==> config.mk <==
export PLATFORM = sky130hd
export DESIGN_NAME = dlbr_top
export DESIGN_NICKNAME = d
export VERILOG_FILES = /design/src/logic/dlbr_pkg.sv /design/src/logic/dlbr_extract.sv /design/src/logic/dlbr_top.sv
export VERILOG_INCLUDE_DIRS = /design/src /design/src/logic
export SDC_FILE = /design/constraint.sdc
export NUM_CORES = 1
export LEC_CHECK = 0
export ABC_CLOCK_PERIOD_IN_PS = 6100
export BUFFER_PORTS_ARGS = -buffer_cell sky130_fd_sc_hd__buf_2
export CAP_MARGIN = 5
export CORE_UTILIZATION = 40
export CTS_CLUSTER_SIZE = 8
export DETAILED_ROUTE_END_ITERATION = 12
export GPL_TIMING_DRIVEN = 0
export MAX_ROUTING_LAYER = met4
export SETUP_SLACK_MARGIN = 0.1
export SYNTH_ARGS = -nofsm -noshare
export SYNTH_HDL_FRONTEND = slang
export SYNTH_HIERARCHICAL = 1
export SYNTH_SLANG_ARGS = --single-unit
==> constraint.sdc <==
create_clock -name core_clk -period 6.1 [get_ports core_clk]
set_clock_uncertainty 0.15 [all_clocks]
set_input_delay 0.305 -clock core_clk [delete_from_list [all_inputs] [get_ports core_clk]]
set_output_delay 0.305 -clock core_clk [all_outputs]
set_load 0.01 [all_outputs]
==> src/logic/dlbr_regs.svh <==
// Constants for the data line buffer refill block.
`ifndef DLBR_REGS_SVH
`define DLBR_REGS_SVH
`define DLBR_ADDR_W 32
`define DLBR_LINE_W 128
`define DLBR_BEAT_W 64
`define DLBR_OFS_LSB 0
`define DLBR_OFS_MSB 3
`define DLBR_BLK_LSB 4
`define DLBR_HALF_BIT 3
`define DLBR_VALID_RST 1'b0
`define DLBR_DIRTY_RST 1'b0
`endif

==> src/logic/dlbr_pkg.sv <==
// Types shared by the data line buffer refill block.
package dlbr_pkg;
   typedef enum logic [1:0] {
      DLBR_IDLE = 2'b00,
      DLBR_REQ = 2'b01,
      DLBR_BEAT1 = 2'b11,
      DLBR_BEAT2 = 2'b10
   } dlbr_state_e;
   typedef logic [127:0] dlbr_line_t;
endpackage

==> src/logic/dlbr_extract.sv <==
// Byte extraction of a load from the 128-bit line.
`timescale 1ns/100ps
`include "dlbr_regs.svh"
module dlbr_extract (
   input wire logic [`DLBR_LINE_W-1:0] line,
   input wire logic [3:0] offset,
   input wire logic [1:0] size,
   output logic [63:0] data
);
   logic [7:0] bytes [0:15];
   genvar g;
   generate
      for (g = 0; g < 16; g = g + 1) begin : g_byte
         assign bytes[g] = line[8*g+7:8*g];
      end
   endgenerate
   // Bytes past the line end read as zero; loads that cross lines reach this
   // block unsplit and return only the bytes inside the line.
   always_comb begin
      data = 64'h0;
      for (int i = 0; i < 8; i++) begin
         if ((i < (1 << size)) && (32'(offset) + i < 16)) begin
            data[8*i +: 8] = bytes[4'(32'(offset) + i)];
         end
      end
   end
endmodule

==> src/logic/dlbr_top.sv <==
// Data line buffer with two-beat refill on the local memory bus.
`timescale 1ns/100ps
`include "dlbr_regs.svh"
// Notes on behaviour
// - Miss refills whole line by two-beat read.
// - Misaligned load joins both refill beats.
// - Second-beat error reported only if load needs that beat, read never restarted.
// - Cache off: buffer keeps line as cache.
// - Cache off: invalidate drops clean line.
// - Cache on: invalidate also clears buffer.
// - Writeback-invalidate instruction flushes, invalidates buffer.
// - Load to other block replaces line.
module dlbr_top (
   input wire logic core_clk,
   input wire logic rst_n,
   input wire logic dcache_on,
   input wire logic load_req,
   input wire logic [31:0] load_addr,
   input wire logic [1:0] load_size,
   input wire logic load_cacheable,
   input wire logic cache_invalidate_bit,
   input wire logic line_writeback_invalidate_instr,
   input wire logic wbi_cacheable,
   input wire logic wbi_protected,
   input wire logic buf_write,
   input wire logic [3:0] buf_write_ofs,
   input wire logic [7:0] buf_write_byte,
   input wire logic lmb_gnt,
   input wire logic lmb_rvalid,
   input wire logic lmb_err,
   input wire logic [63:0] lmb_rdata,
   output logic load_ready,
   output logic load_done,
   output logic load_err,
   output logic [63:0] load_data,
   output logic lmb_req,
   output logic [31:0] lmb_addr,
   output logic flush_req,
   output logic [127:0] flush_data,
   output logic [31:0] flush_addr,
   output logic line_valid,
   output logic line_dirty
);
   dlbr_pkg::dlbr_state_e state;
   dlbr_pkg::dlbr_line_t line;
   logic [27:0] tag;
   logic [31:0] pend_addr;
   logic [1:0] pend_size;
   logic [63:0] extract_data;
   logic hit;
   logic inval_now;
   logic [3:0] last_ofs;

   function automatic logic needs_high(input logic [3:0] ofs,
                                       input logic [1:0] sz);
      needs_high = (5'(ofs) + (5'd1 << sz) - 5'd1) >= 5'd8;
   endfunction

   assign hit = line_valid && tag == load_addr[31:`DLBR_BLK_LSB];
   // Clean-only drop when cache is off; always when on.
   assign inval_now = (cache_invalidate_bit && !dcache_on && !line_dirty)
      || (cache_invalidate_bit && dcache_on)
      || (line_writeback_invalidate_instr && wbi_cacheable
          && !wbi_protected);
   assign last_ofs = pend_addr[`DLBR_OFS_MSB:`DLBR_OFS_LSB];

   dlbr_extract u_extract (
      .line(line),
      .offset(last_ofs),
      .size(pend_size),
      .data(extract_data)
   );

   // Refill sequencer; a second-beat error ends the load, no retry.
   always_ff @(posedge core_clk) begin
      if (!rst_n) begin
         state <= dlbr_pkg::DLBR_IDLE;
         pend_addr <= 32'h0;
         pend_size <= 2'h0;
         lmb_req <= 1'b0;
         lmb_addr <= 32'h0;
         load_ready <= 1'b0;
         load_done <= 1'b0;
         load_err <= 1'b0;
         load_data <= 64'h0;
      end else begin
         load_done <= 1'b0;
         load_err <= 1'b0;
         case (state)
            dlbr_pkg::DLBR_IDLE: begin
               load_ready <= 1'b1;
               if (load_req && load_ready && load_cacheable) begin
                  pend_addr <= load_addr;
                  pend_size <= load_size;
                  load_ready <= 1'b0;
                  if (hit && !inval_now) begin
                     state <= dlbr_pkg::DLBR_BEAT2;
                  end else begin
                     lmb_req <= 1'b1;
                     lmb_addr <= {load_addr[31:`DLBR_BLK_LSB], 4'h0};
                     state <= dlbr_pkg::DLBR_REQ;
                  end
               end
            end
            dlbr_pkg::DLBR_REQ: begin
               if (lmb_gnt) begin
                  lmb_req <= 1'b0;
                  state <= dlbr_pkg::DLBR_BEAT1;
               end
            end
            dlbr_pkg::DLBR_BEAT1: begin
               if (lmb_rvalid && lmb_err) begin
                  load_done <= 1'b1;
                  load_err <= 1'b1;
                  state <= dlbr_pkg::DLBR_IDLE;
               end else if (lmb_rvalid) begin
                  state <= dlbr_pkg::DLBR_BEAT2;
               end
            end
            dlbr_pkg::DLBR_BEAT2: begin
               if (line_valid) begin
                  // Hit path or completed refill: answer from the line.
                  load_done <= 1'b1;
                  load_data <= extract_data;
                  state <= dlbr_pkg::DLBR_IDLE;
               end else if (lmb_rvalid) begin
                  // Second beat error is only fatal if the load needs it.
                  load_err <= lmb_err && needs_high(last_ofs, pend_size);
                  load_done <= lmb_err;
                  // A load held in the first half is still served from beat one.
                  load_data <= extract_data;
                  if (lmb_err) begin
                     state <= dlbr_pkg::DLBR_IDLE;
                  end
               end
            end
            default: state <= dlbr_pkg::DLBR_IDLE;
         endcase
      end
   end

   // Line storage, tag and valid state.
   always_ff @(posedge core_clk) begin
      if (!rst_n) begin
         line <= 128'h0;
         tag <= 28'h0;
         line_valid <= `DLBR_VALID_RST;
      end else begin
         if (state == dlbr_pkg::DLBR_REQ) begin
            line_valid <= 1'b0;
            tag <= pend_addr[31:`DLBR_BLK_LSB];
         end else if (state == dlbr_pkg::DLBR_BEAT1 && lmb_rvalid) begin
            line[63:0] <= lmb_rdata;
         end else if (state == dlbr_pkg::DLBR_BEAT2 && !line_valid
                      && lmb_rvalid) begin
            line[127:64] <= lmb_rdata;
            line_valid <= !lmb_err;
         end else if (inval_now && state == dlbr_pkg::DLBR_IDLE) begin
            line_valid <= 1'b0;
         end else if (buf_write && line_valid && !dcache_on) begin
            line[8*buf_write_ofs +: 8] <= buf_write_byte;
         end
      end
   end

   // Dirty tracking and flush on the writeback-invalidate instruction.
   always_ff @(posedge core_clk) begin
      if (!rst_n) begin
         line_dirty <= `DLBR_DIRTY_RST;
         flush_req <= 1'b0;
         flush_data <= 128'h0;
         flush_addr <= 32'h0;
      end else begin
         flush_req <= 1'b0;
         if (state == dlbr_pkg::DLBR_IDLE && line_writeback_invalidate_instr
             && wbi_cacheable && !wbi_protected) begin
            flush_req <= line_dirty && line_valid;
            flush_data <= line;
            flush_addr <= {tag, 4'h0};
            line_dirty <= 1'b0;
         end else if (state == dlbr_pkg::DLBR_REQ) begin
            line_dirty <= 1'b0;
         end else if (buf_write && line_valid && !dcache_on) begin
            line_dirty <= 1'b1;
         end
      end
   end

   chk_err_no_retry: assert property (@(posedge core_clk) disable iff (!rst_n)
      load_err |=> !lmb_req [*2])
      else $error("refill restarted after error");
   chk_inval_clears_valid: assert property (@(posedge core_clk)
      disable iff (!rst_n)
      (inval_now && state == dlbr_pkg::DLBR_IDLE && !load_req) |=>
      !line_valid)
      else $error("invalidate left line valid");
   chk_miss_requests: assert property (@(posedge core_clk)
      disable iff (!rst_n)
      (state == dlbr_pkg::DLBR_IDLE && load_req && load_ready
       && load_cacheable && !hit) |=> lmb_req)
      else $error("miss did not request refill");
   chk_two_beats: assert property (@(posedge core_clk) disable iff (!rst_n)
      $rose(line_valid) |-> $past(state) == dlbr_pkg::DLBR_BEAT2)
      else $error("line valid without second beat");
   chk_cache_on_inval: assert property (@(posedge core_clk)
      disable iff (!rst_n)
      (cache_invalidate_bit && dcache_on && state == dlbr_pkg::DLBR_IDLE
       && !load_req) |=> !line_valid)
      else $error("cache on invalidate missed buffer");
   chk_dirty_kept: assert property (@(posedge core_clk) disable iff (!rst_n)
      (cache_invalidate_bit && !dcache_on && line_dirty && line_valid
       && !line_writeback_invalidate_instr && state == dlbr_pkg::DLBR_IDLE
       && !load_req) |=> line_valid)
      else $error("dirty line dropped by invalidate");
   chk_wbi_flush: assert property (@(posedge core_clk) disable iff (!rst_n)
      (line_writeback_invalidate_instr && wbi_cacheable && !wbi_protected
       && state == dlbr_pkg::DLBR_IDLE && !load_req) |=>
      (!line_valid && !line_dirty))
      else $error("writeback invalidate ignored");
   chk_other_block: assert property (@(posedge core_clk) disable iff (!rst_n)
      (state == dlbr_pkg::DLBR_REQ) |=> !line_valid)
      else $error("old line kept on replace");
   chk_hit_served: assert property (@(posedge core_clk) disable iff (!rst_n)
      (state == dlbr_pkg::DLBR_IDLE && load_req && load_ready
       && load_cacheable && hit && !inval_now) |-> ##2 load_done)
      else $error("hit not served in two cycles");
endmodule

==> Word level (Yosys, flattened, before mapping) <==
Cells that the tools add are included.
{ "word_totals": {"out_inout_bits": 263, "inputBits": 123, "wordCells": 198, "reg_bits": 447} }
{ "classes": {"add_sub_neg": 10, "n_eq_ne": 13, "bitwise": 12, "shifts": 4, "reduce_logical": 54, "n_lt_le_gt_ge": 25, "mux": 63} }
{ "op_table": {"columns": ["op", "count"], "rows": [
  ["2-to-1 mux 64 bit", 5],
  ["binary-select mux 8 bit (select 4 bit)", 8],
  ["2-to-1 mux 128 bit", 2],
  ["< comparator 32 x 5 -> 1 bit (second input constant)", 7],
  ["2-to-1 mux 8 bit", 24],
  ["bitwise mux 128 bit", 1],
  ["< comparator 4 x 32 -> 1 bit (first input constant)", 4],
  ["variable shift 8 x 34 -> 128 bit (first input constant)", 1],
  ["variable part select 8 x 34 -> 128 bit", 1],
  ["< comparator 3 x 32 -> 1 bit (first input constant)", 2],
  ["greater-or-equal comparator 5 bit (second input constant)", 8],
  ["inverter 4 -> 5 bit", 8],
  ["negation 7 -> 34 bit", 1],
  ["< comparator 1 x 32 -> 1 bit (first input constant)", 1],
  ["< comparator 2 x 32 -> 1 bit (first input constant)", 1],
  ["left shift 1 x 2 -> 32 bit (first input constant)", 1],
  ["logical AND 1 bit", 29],
  ["equality test 28 bit", 1],
  ["adder 4 x 3 -> 5 bit (second input constant)", 4],
  ["2-to-1 mux 2 bit", 8],
  ["!= test 2 bit (second input constant)", 6],
  ["AND reduction 4 bit", 3],
  ["2-to-1 mux 1 bit", 11],
  ["adder 4 x 2 -> 5 bit (second input constant)", 2],
  ["21 further kinds", 42]
]} }

==> Depth between registers and ports, before layout <==
{ "logic_depth": {"ltp_word": 10, "ltp_mapped": 14, "mapped_depth_nobuf": 12} }

==> Hierarchy <==
The synthesis kept the hierarchy.
{ "modules_own_cells": {"columns": ["module", "cells_per_inst", "seq_area_each_um2", "area_per_inst_um2", "n_inst"], "rows": [
  ["dlbr_top", 2227, 8948.6, 17830.9, 1],
  ["dlbr_extract", 399, 0.0, 5303.8, 1]
]} }

==> Worst setup path before layout <==
No wires, ideal clock.
{ "synth_timing": {"kind": "flip-flop to flip-flop", "from": "register pend_addr[1]", "to": "register load_data[10]", "path_buffers": 5, "arrival_time_ps": 2845, "path_slack_ps": 2973, "required_ps": 5818, "setup_time_ps": 132, "synth_period_minus_slack_ps": 3127, "path_stages_with_launch": 13, "cell_sequence": "dfxtp_1 buf_4 buf_2 buf_4 inv_1 ha_1 buf_4 buf_2 mux4_2 mux2i_1 o22ai_1 nand2_1 a21oi_1"} }
{ "synth_between": {"elab_chain_cells": 8, "word_cells_on_any_way": 10, "classes_between": "add/sub: 1; order compare: 1; mux: 6; bitwise: 1; reduce/logical: 1"} }
{ "synth_lines": {"columns": ["element", "line_no", "rtl"], "rows": [
  ["start: declaration", "dlbr_top.sv:47", "logic [31:0] pend_addr;"],
  ["start signal: assignment", "dlbr_top.sv:93", "pend_addr <= load_addr;"],
  ["adder 4 x 1 -> 5 bit *", "dlbr_extract.sv:22", "if ((i < (1 << size)) && (32'(offset) + i < 16)) begin"],
  ["branches (longest 4 deep; another with < comparator 32 x 5 -> 1 bit)", null, null],
  ["2-to-1 mux 8 bit *", "dlbr_extract.sv:22", null],
  ["net extract_data[10]", "dlbr_top.sv:49", "logic [63:0] extract_data;"],
  ["2-to-1 mux 64 bit", "dlbr_top.sv:126", "end else if (lmb_rvalid) begin"],
  ["2-to-1 mux 64 bit *", "dlbr_top.sv:121", "if (line_valid) begin"],
  ["end signal: assignment", "dlbr_top.sv:124", "load_data <= extract_data;"],
  ["end signal: assignment", "dlbr_top.sv:131", "load_data <= extract_data;"],
  ["end: declaration", "dlbr_top.sv:35", "output logic [63:0] load_data,"]
]} }
Mark *: on every way through the listed nets, which the timed path passes. The select of a mux whose other input is x is not followed.
A chain may end at the register's enable or synchronous reset.

==> Final worst setup path <==
{ "layout_timing": {"from": "register pend_addr[1]", "to": "register load_data[29]"} }
{ "layout_between": {"elab_chain_cells": 8, "word_cells_on_any_way": 10, "classes_between": "add/sub: 1; order compare: 1; mux: 6; bitwise: 1; reduce/logical: 1"} }
{ "layout_lines": {"columns": ["element", "line_no"], "rows": [
  ["adder 4 x 2 -> 5 bit *", "dlbr_extract.sv:22"],
  ["branches (longest 4 deep; another with < comparator 32 x 5 -> 1 bit)", null],
  ["2-to-1 mux 8 bit *", "dlbr_extract.sv:22"],
  ["net extract_data[29]", "dlbr_top.sv:49"],
  ["2-to-1 mux 64 bit", "dlbr_top.sv:126"],
  ["2-to-1 mux 64 bit *", "dlbr_top.sv:121"]
]} }
Marks and branches as above.

==> metrics.md <==
| Metric | Value |
|---|---|
| Register area share after synthesis | 0.387 |
| Max-slew violations | 0 |
| Reg clk slew, reported paths | 0.05 ns |
| Comb power frac | 0.090 |
| H-tree levels | 3 |
| Minimum clock period | 4.57 ns |
| Final GP Congestion | 1.03 |
| Clk pwr share | 0.485 |
| Layout cell share with drive strength beyond 1 | 0.216 |
| Sink Count | 447 |
| Synth top area cells | dfxtp_1 (39%), mux4_2 (12%), nand2_1 (11%) |
| Initial core utilization | 0.408 |
| Yosys top cell by area | dfxtp_1 |
| Bufs and invs on worst path | 7 |
| Nets | 3310 |
| Critical path's top delay family | buffers and inverters |
| Placed cell count | 3763 |
| Crit path DAT | between 4 and 5 ns |
| Root Driver | clkbuf_16 |
| Detailed router's first-iteration violation count | 2634 |
| Main synth FF type | dfxtp_1 |
| Setup Fix Bufs, Post-CTS | 0 |
| Crit path max fanout | 10 |
| Final Cycle Share | 0.749 |
| Slew headroom | 0.190 |
| Chain of cells forming the critical path | buf_4 > buf_2 > buf_4 > inv_1 > ha_1 > buf_4 > buf_6 > clkbuf_1 > mux4_2 > mux2i_1 > o22ai_1 > nand2_1 > a21oi_1 |
| CTS tree | done |
| DP HPWL | 90700 um |
| Delay of the slowest critical-path stage | roughly 0.74 ns |
| Die ar. | about 0.059 mm2 |
| Clock Latency Late Sink | 0.63 ns |
| Remaining antenna violation count after routing | 0 |
| TritonRoute pass-1 iters | 6 |
| Critical path data required time | 6.41 ns |
| Largest net degree at the start of global routing | 12 |
| Pleak | 10.7 nW |
| FFs w/ async S/R, synth | 0 |
| R2R cell count | 13 |
| NetSw | 1.83 mW |
| Row Count | 87 |
| Final non-filler cell total | roughly 3900 |
| Synth-to-layout area growth | 24.3% |
| Gr usage total | 0.388 |
| Internal power | between 5 and 6 mW |
| F_max | 219 MHz |
| Peak supply drop | 0.199 mV |
| Worst path depth | 13 |
| Clock buffer depth | 3 |
| Number of global-route vias before repair | 22600 |
| Die W | 242 um |
| Grt total ovfl | 0 |
| Critical Path End Type | flip-flop |
| CTS buffer count | 66 |
| Worst min path class | in2reg |
| Net Sw Frac | 0.264 |
| Post-Syn Area | 0.0231 mm2 |
| Vias | ~24000 |
| Run status | completed |
| Cells after synthesis | 2626 |
| Share of total power in sequential cells | 0.425 |
| CP startpoint kind | flip-flop |
| Antenna violations before repair | 3 |
| Area of the core | 0.0567 mm2 |
| RSZ-0062 raised after global routing | no |
| DRC viols | 0 |
| Post-synth EDFFs | 0 |
| Number of max-cap violations | 0 |
| Mean routed wirelength per cell | 28.9 um |
| Total power | 6.95 mW |
| IO Count | 386 |
| Vias/cell | 6.01 |
| Global-route wire length before repair | 159000 um |
| #FFs+latches synth | approximately 450 |
| Synth Warn # | 6 |
| Final setup violation count | 0 |
| Most frequent cells in the layout | nand2_1 (697), dfxtp_1 (447), buf_2 (403), a21oi_1 (344), mux2i_1 (147) |
| Pwr dens | 242 mW/mm2 |
| Actual slew at the worst max-slew pin | roughly 1.2 ns |
| WHS Path Cells | 3 |
| Most frequent CP cell | buf_4 |
| Hold Violations, Final | 0 |
| # port buffers | between 300 and 400 |
| Commonest non-fill, non-tap cell in the layout | nand2_1 |
| Syn Area/Cell | 8.81 um2 |
| WS Path Type | reg2reg |
| Fin Setup TNS | 0 ns |
| Drt total wl | 114000 um |
| Synth top area share | 0.387 |
| Cell variety after synth | 72 |
| Die height | 242 um |
| Worst path slowest cell | dfxtp_1 |
[through the flow]
step | utilization | area, um2 | hold slack [ns] | setup WS, ns
final | 0.507 | 28800 | 0.0349 | 1.53
after global routing | 0.507 | 28800 | 0.0228 | 1.46
after CTS | 0.507 | 28800 | 0.00975 | 1.61
after detailed placement | 0.458 | 26000 | 0.294 | 1.62
after global placement | 0.458 | 26000 | 0.286 | 1.65
after floorplan | - | 23200 | 0.266 | 2.97
[state kept, by name, summed over array words and instances, names as in the netlist, 2 cells and up]
| signal | cells |
|---|---|
| load_data | 64 |
| line | 128 |
| pend_addr | 32 |
| lmb_addr | 28 |
| state | 2 |
| tag | 28 |
| flush_addr | 28 |
| pend_size | 2 |
| flush_data | 128 |
[worst register-to-register path, delay by kind of cell (launching register included)]
kind / cells / cell delay [ns]
buffers and inverters: 7 / 2.05
adder cells (fa/ha/maj): 1 / 0.35
flip-flops: 1 / 0.74
AND/OR/NAND/NOR: 1 / 0.15
AO/OA/AOI/OAI: 2 / 0.26
multiplexers: 2 / 0.72
[routing by layer]
layer,GRT usage,routed length (um),vias to the layer above
li1,-,-,10400
met1,0.484,45800,11600
met2,0.582,50500,1305
met3,0.0762,9590,357
met4,0.231,7880,0
met5,-,0,-
[synth_stat cells, types with 6 or more instances]
cell type / instances
dfxtp_1: 447
a22oi_1: 58
a311oi_1: 12
buf_6: 8
buf_4: 27
nand2b_1: 11
a21oi_2: 9
o211ai_1: 8
clkbuf_1: 134
nor4_1: 8
inv_1: 21
o2bb2ai_1: 7
a211oi_1: 64
o22ai_1: 67
nor3_1: 20
nand2_1: 697
o21ai_0: 44
buf_1: 6
nand4_1: 6
nor2_1: 142
xor2_1: 29
a21oi_1: 344
nand3_1: 27
o211a_1: 11
mux4_1: 10
clkbuf_8: 6
mux4_2: 126
mux2i_1: 147
ha_1: 18
buf_2: 30
[final timing paths]
check / slack (ns) / start / endpoint
worst max-delay path: 1.53 / pend_addr[1] / load_data[29]
worst min-delay path: 0.03 / lmb_rdata[32] / line[96]
worst max register to register: 1.53 / pend_addr[1] / load_data[29]
worst min register to register: 0.30 / pend_addr[9] / tag[5]
[what timing repair did]
action,4_1_cts,5_1_grt
gates resized for setup,0,0
endpoints found under the hold margin,133,0
hold buffers,93,0
endpoints found under the setup margin,0,0
[logic make-up (layout without fill, tap and decap cells)]
group / Yosys count / after routing / share of synthesized area
multiplexers: 283 / 283 / 0.198
other: 1 / 10 / 0.000162
AO/OA/AOI/OAI: 650 / 650 / 0.169
flip-flops: 447 / 447 / 0.387
AND/OR/NAND/NOR: 949 / 949 / 0.165
adder cells (fa/ha/maj): 19 / 19 / 0.0106
buffers and inverters: 241 / 784 / 0.0539
XOR/XNOR: 36 / 36 / 0.0165
[power groups by stage]
stage                     Sequential [mW]  Combinational, mW  Clock [mW]
after floorplan                      3.01              0.320           0
after global placement               3.01              0.557           0
after detailed placement             3.01              0.560           0
after CTS                            2.96              0.607        3.40
after global routing                 2.95              0.651        3.54
final                                2.96              0.624        3.37
[area by class of cell]
| cell class | instances | area [um2] |
|---|---|---|
| Timing Repair Buffer | 467 | 2810 |
| Fill cell | 5476 | 28000 |
| Inverter | 23 | 86.3 |
| Clock buffer | 68 | 1670 |
| Multi-Input combinational cell | 1945 | 13000 |
| Antenna cell | 2 | 5.00 |
| Sequential cell | 447 | 8950 |
| Clock inverter | 8 | 168 |
| Tap cell | 756 | 946 |
| Buffer | 218 | 1160 |
No activity file was read; power rests on OpenSTA's default activity.
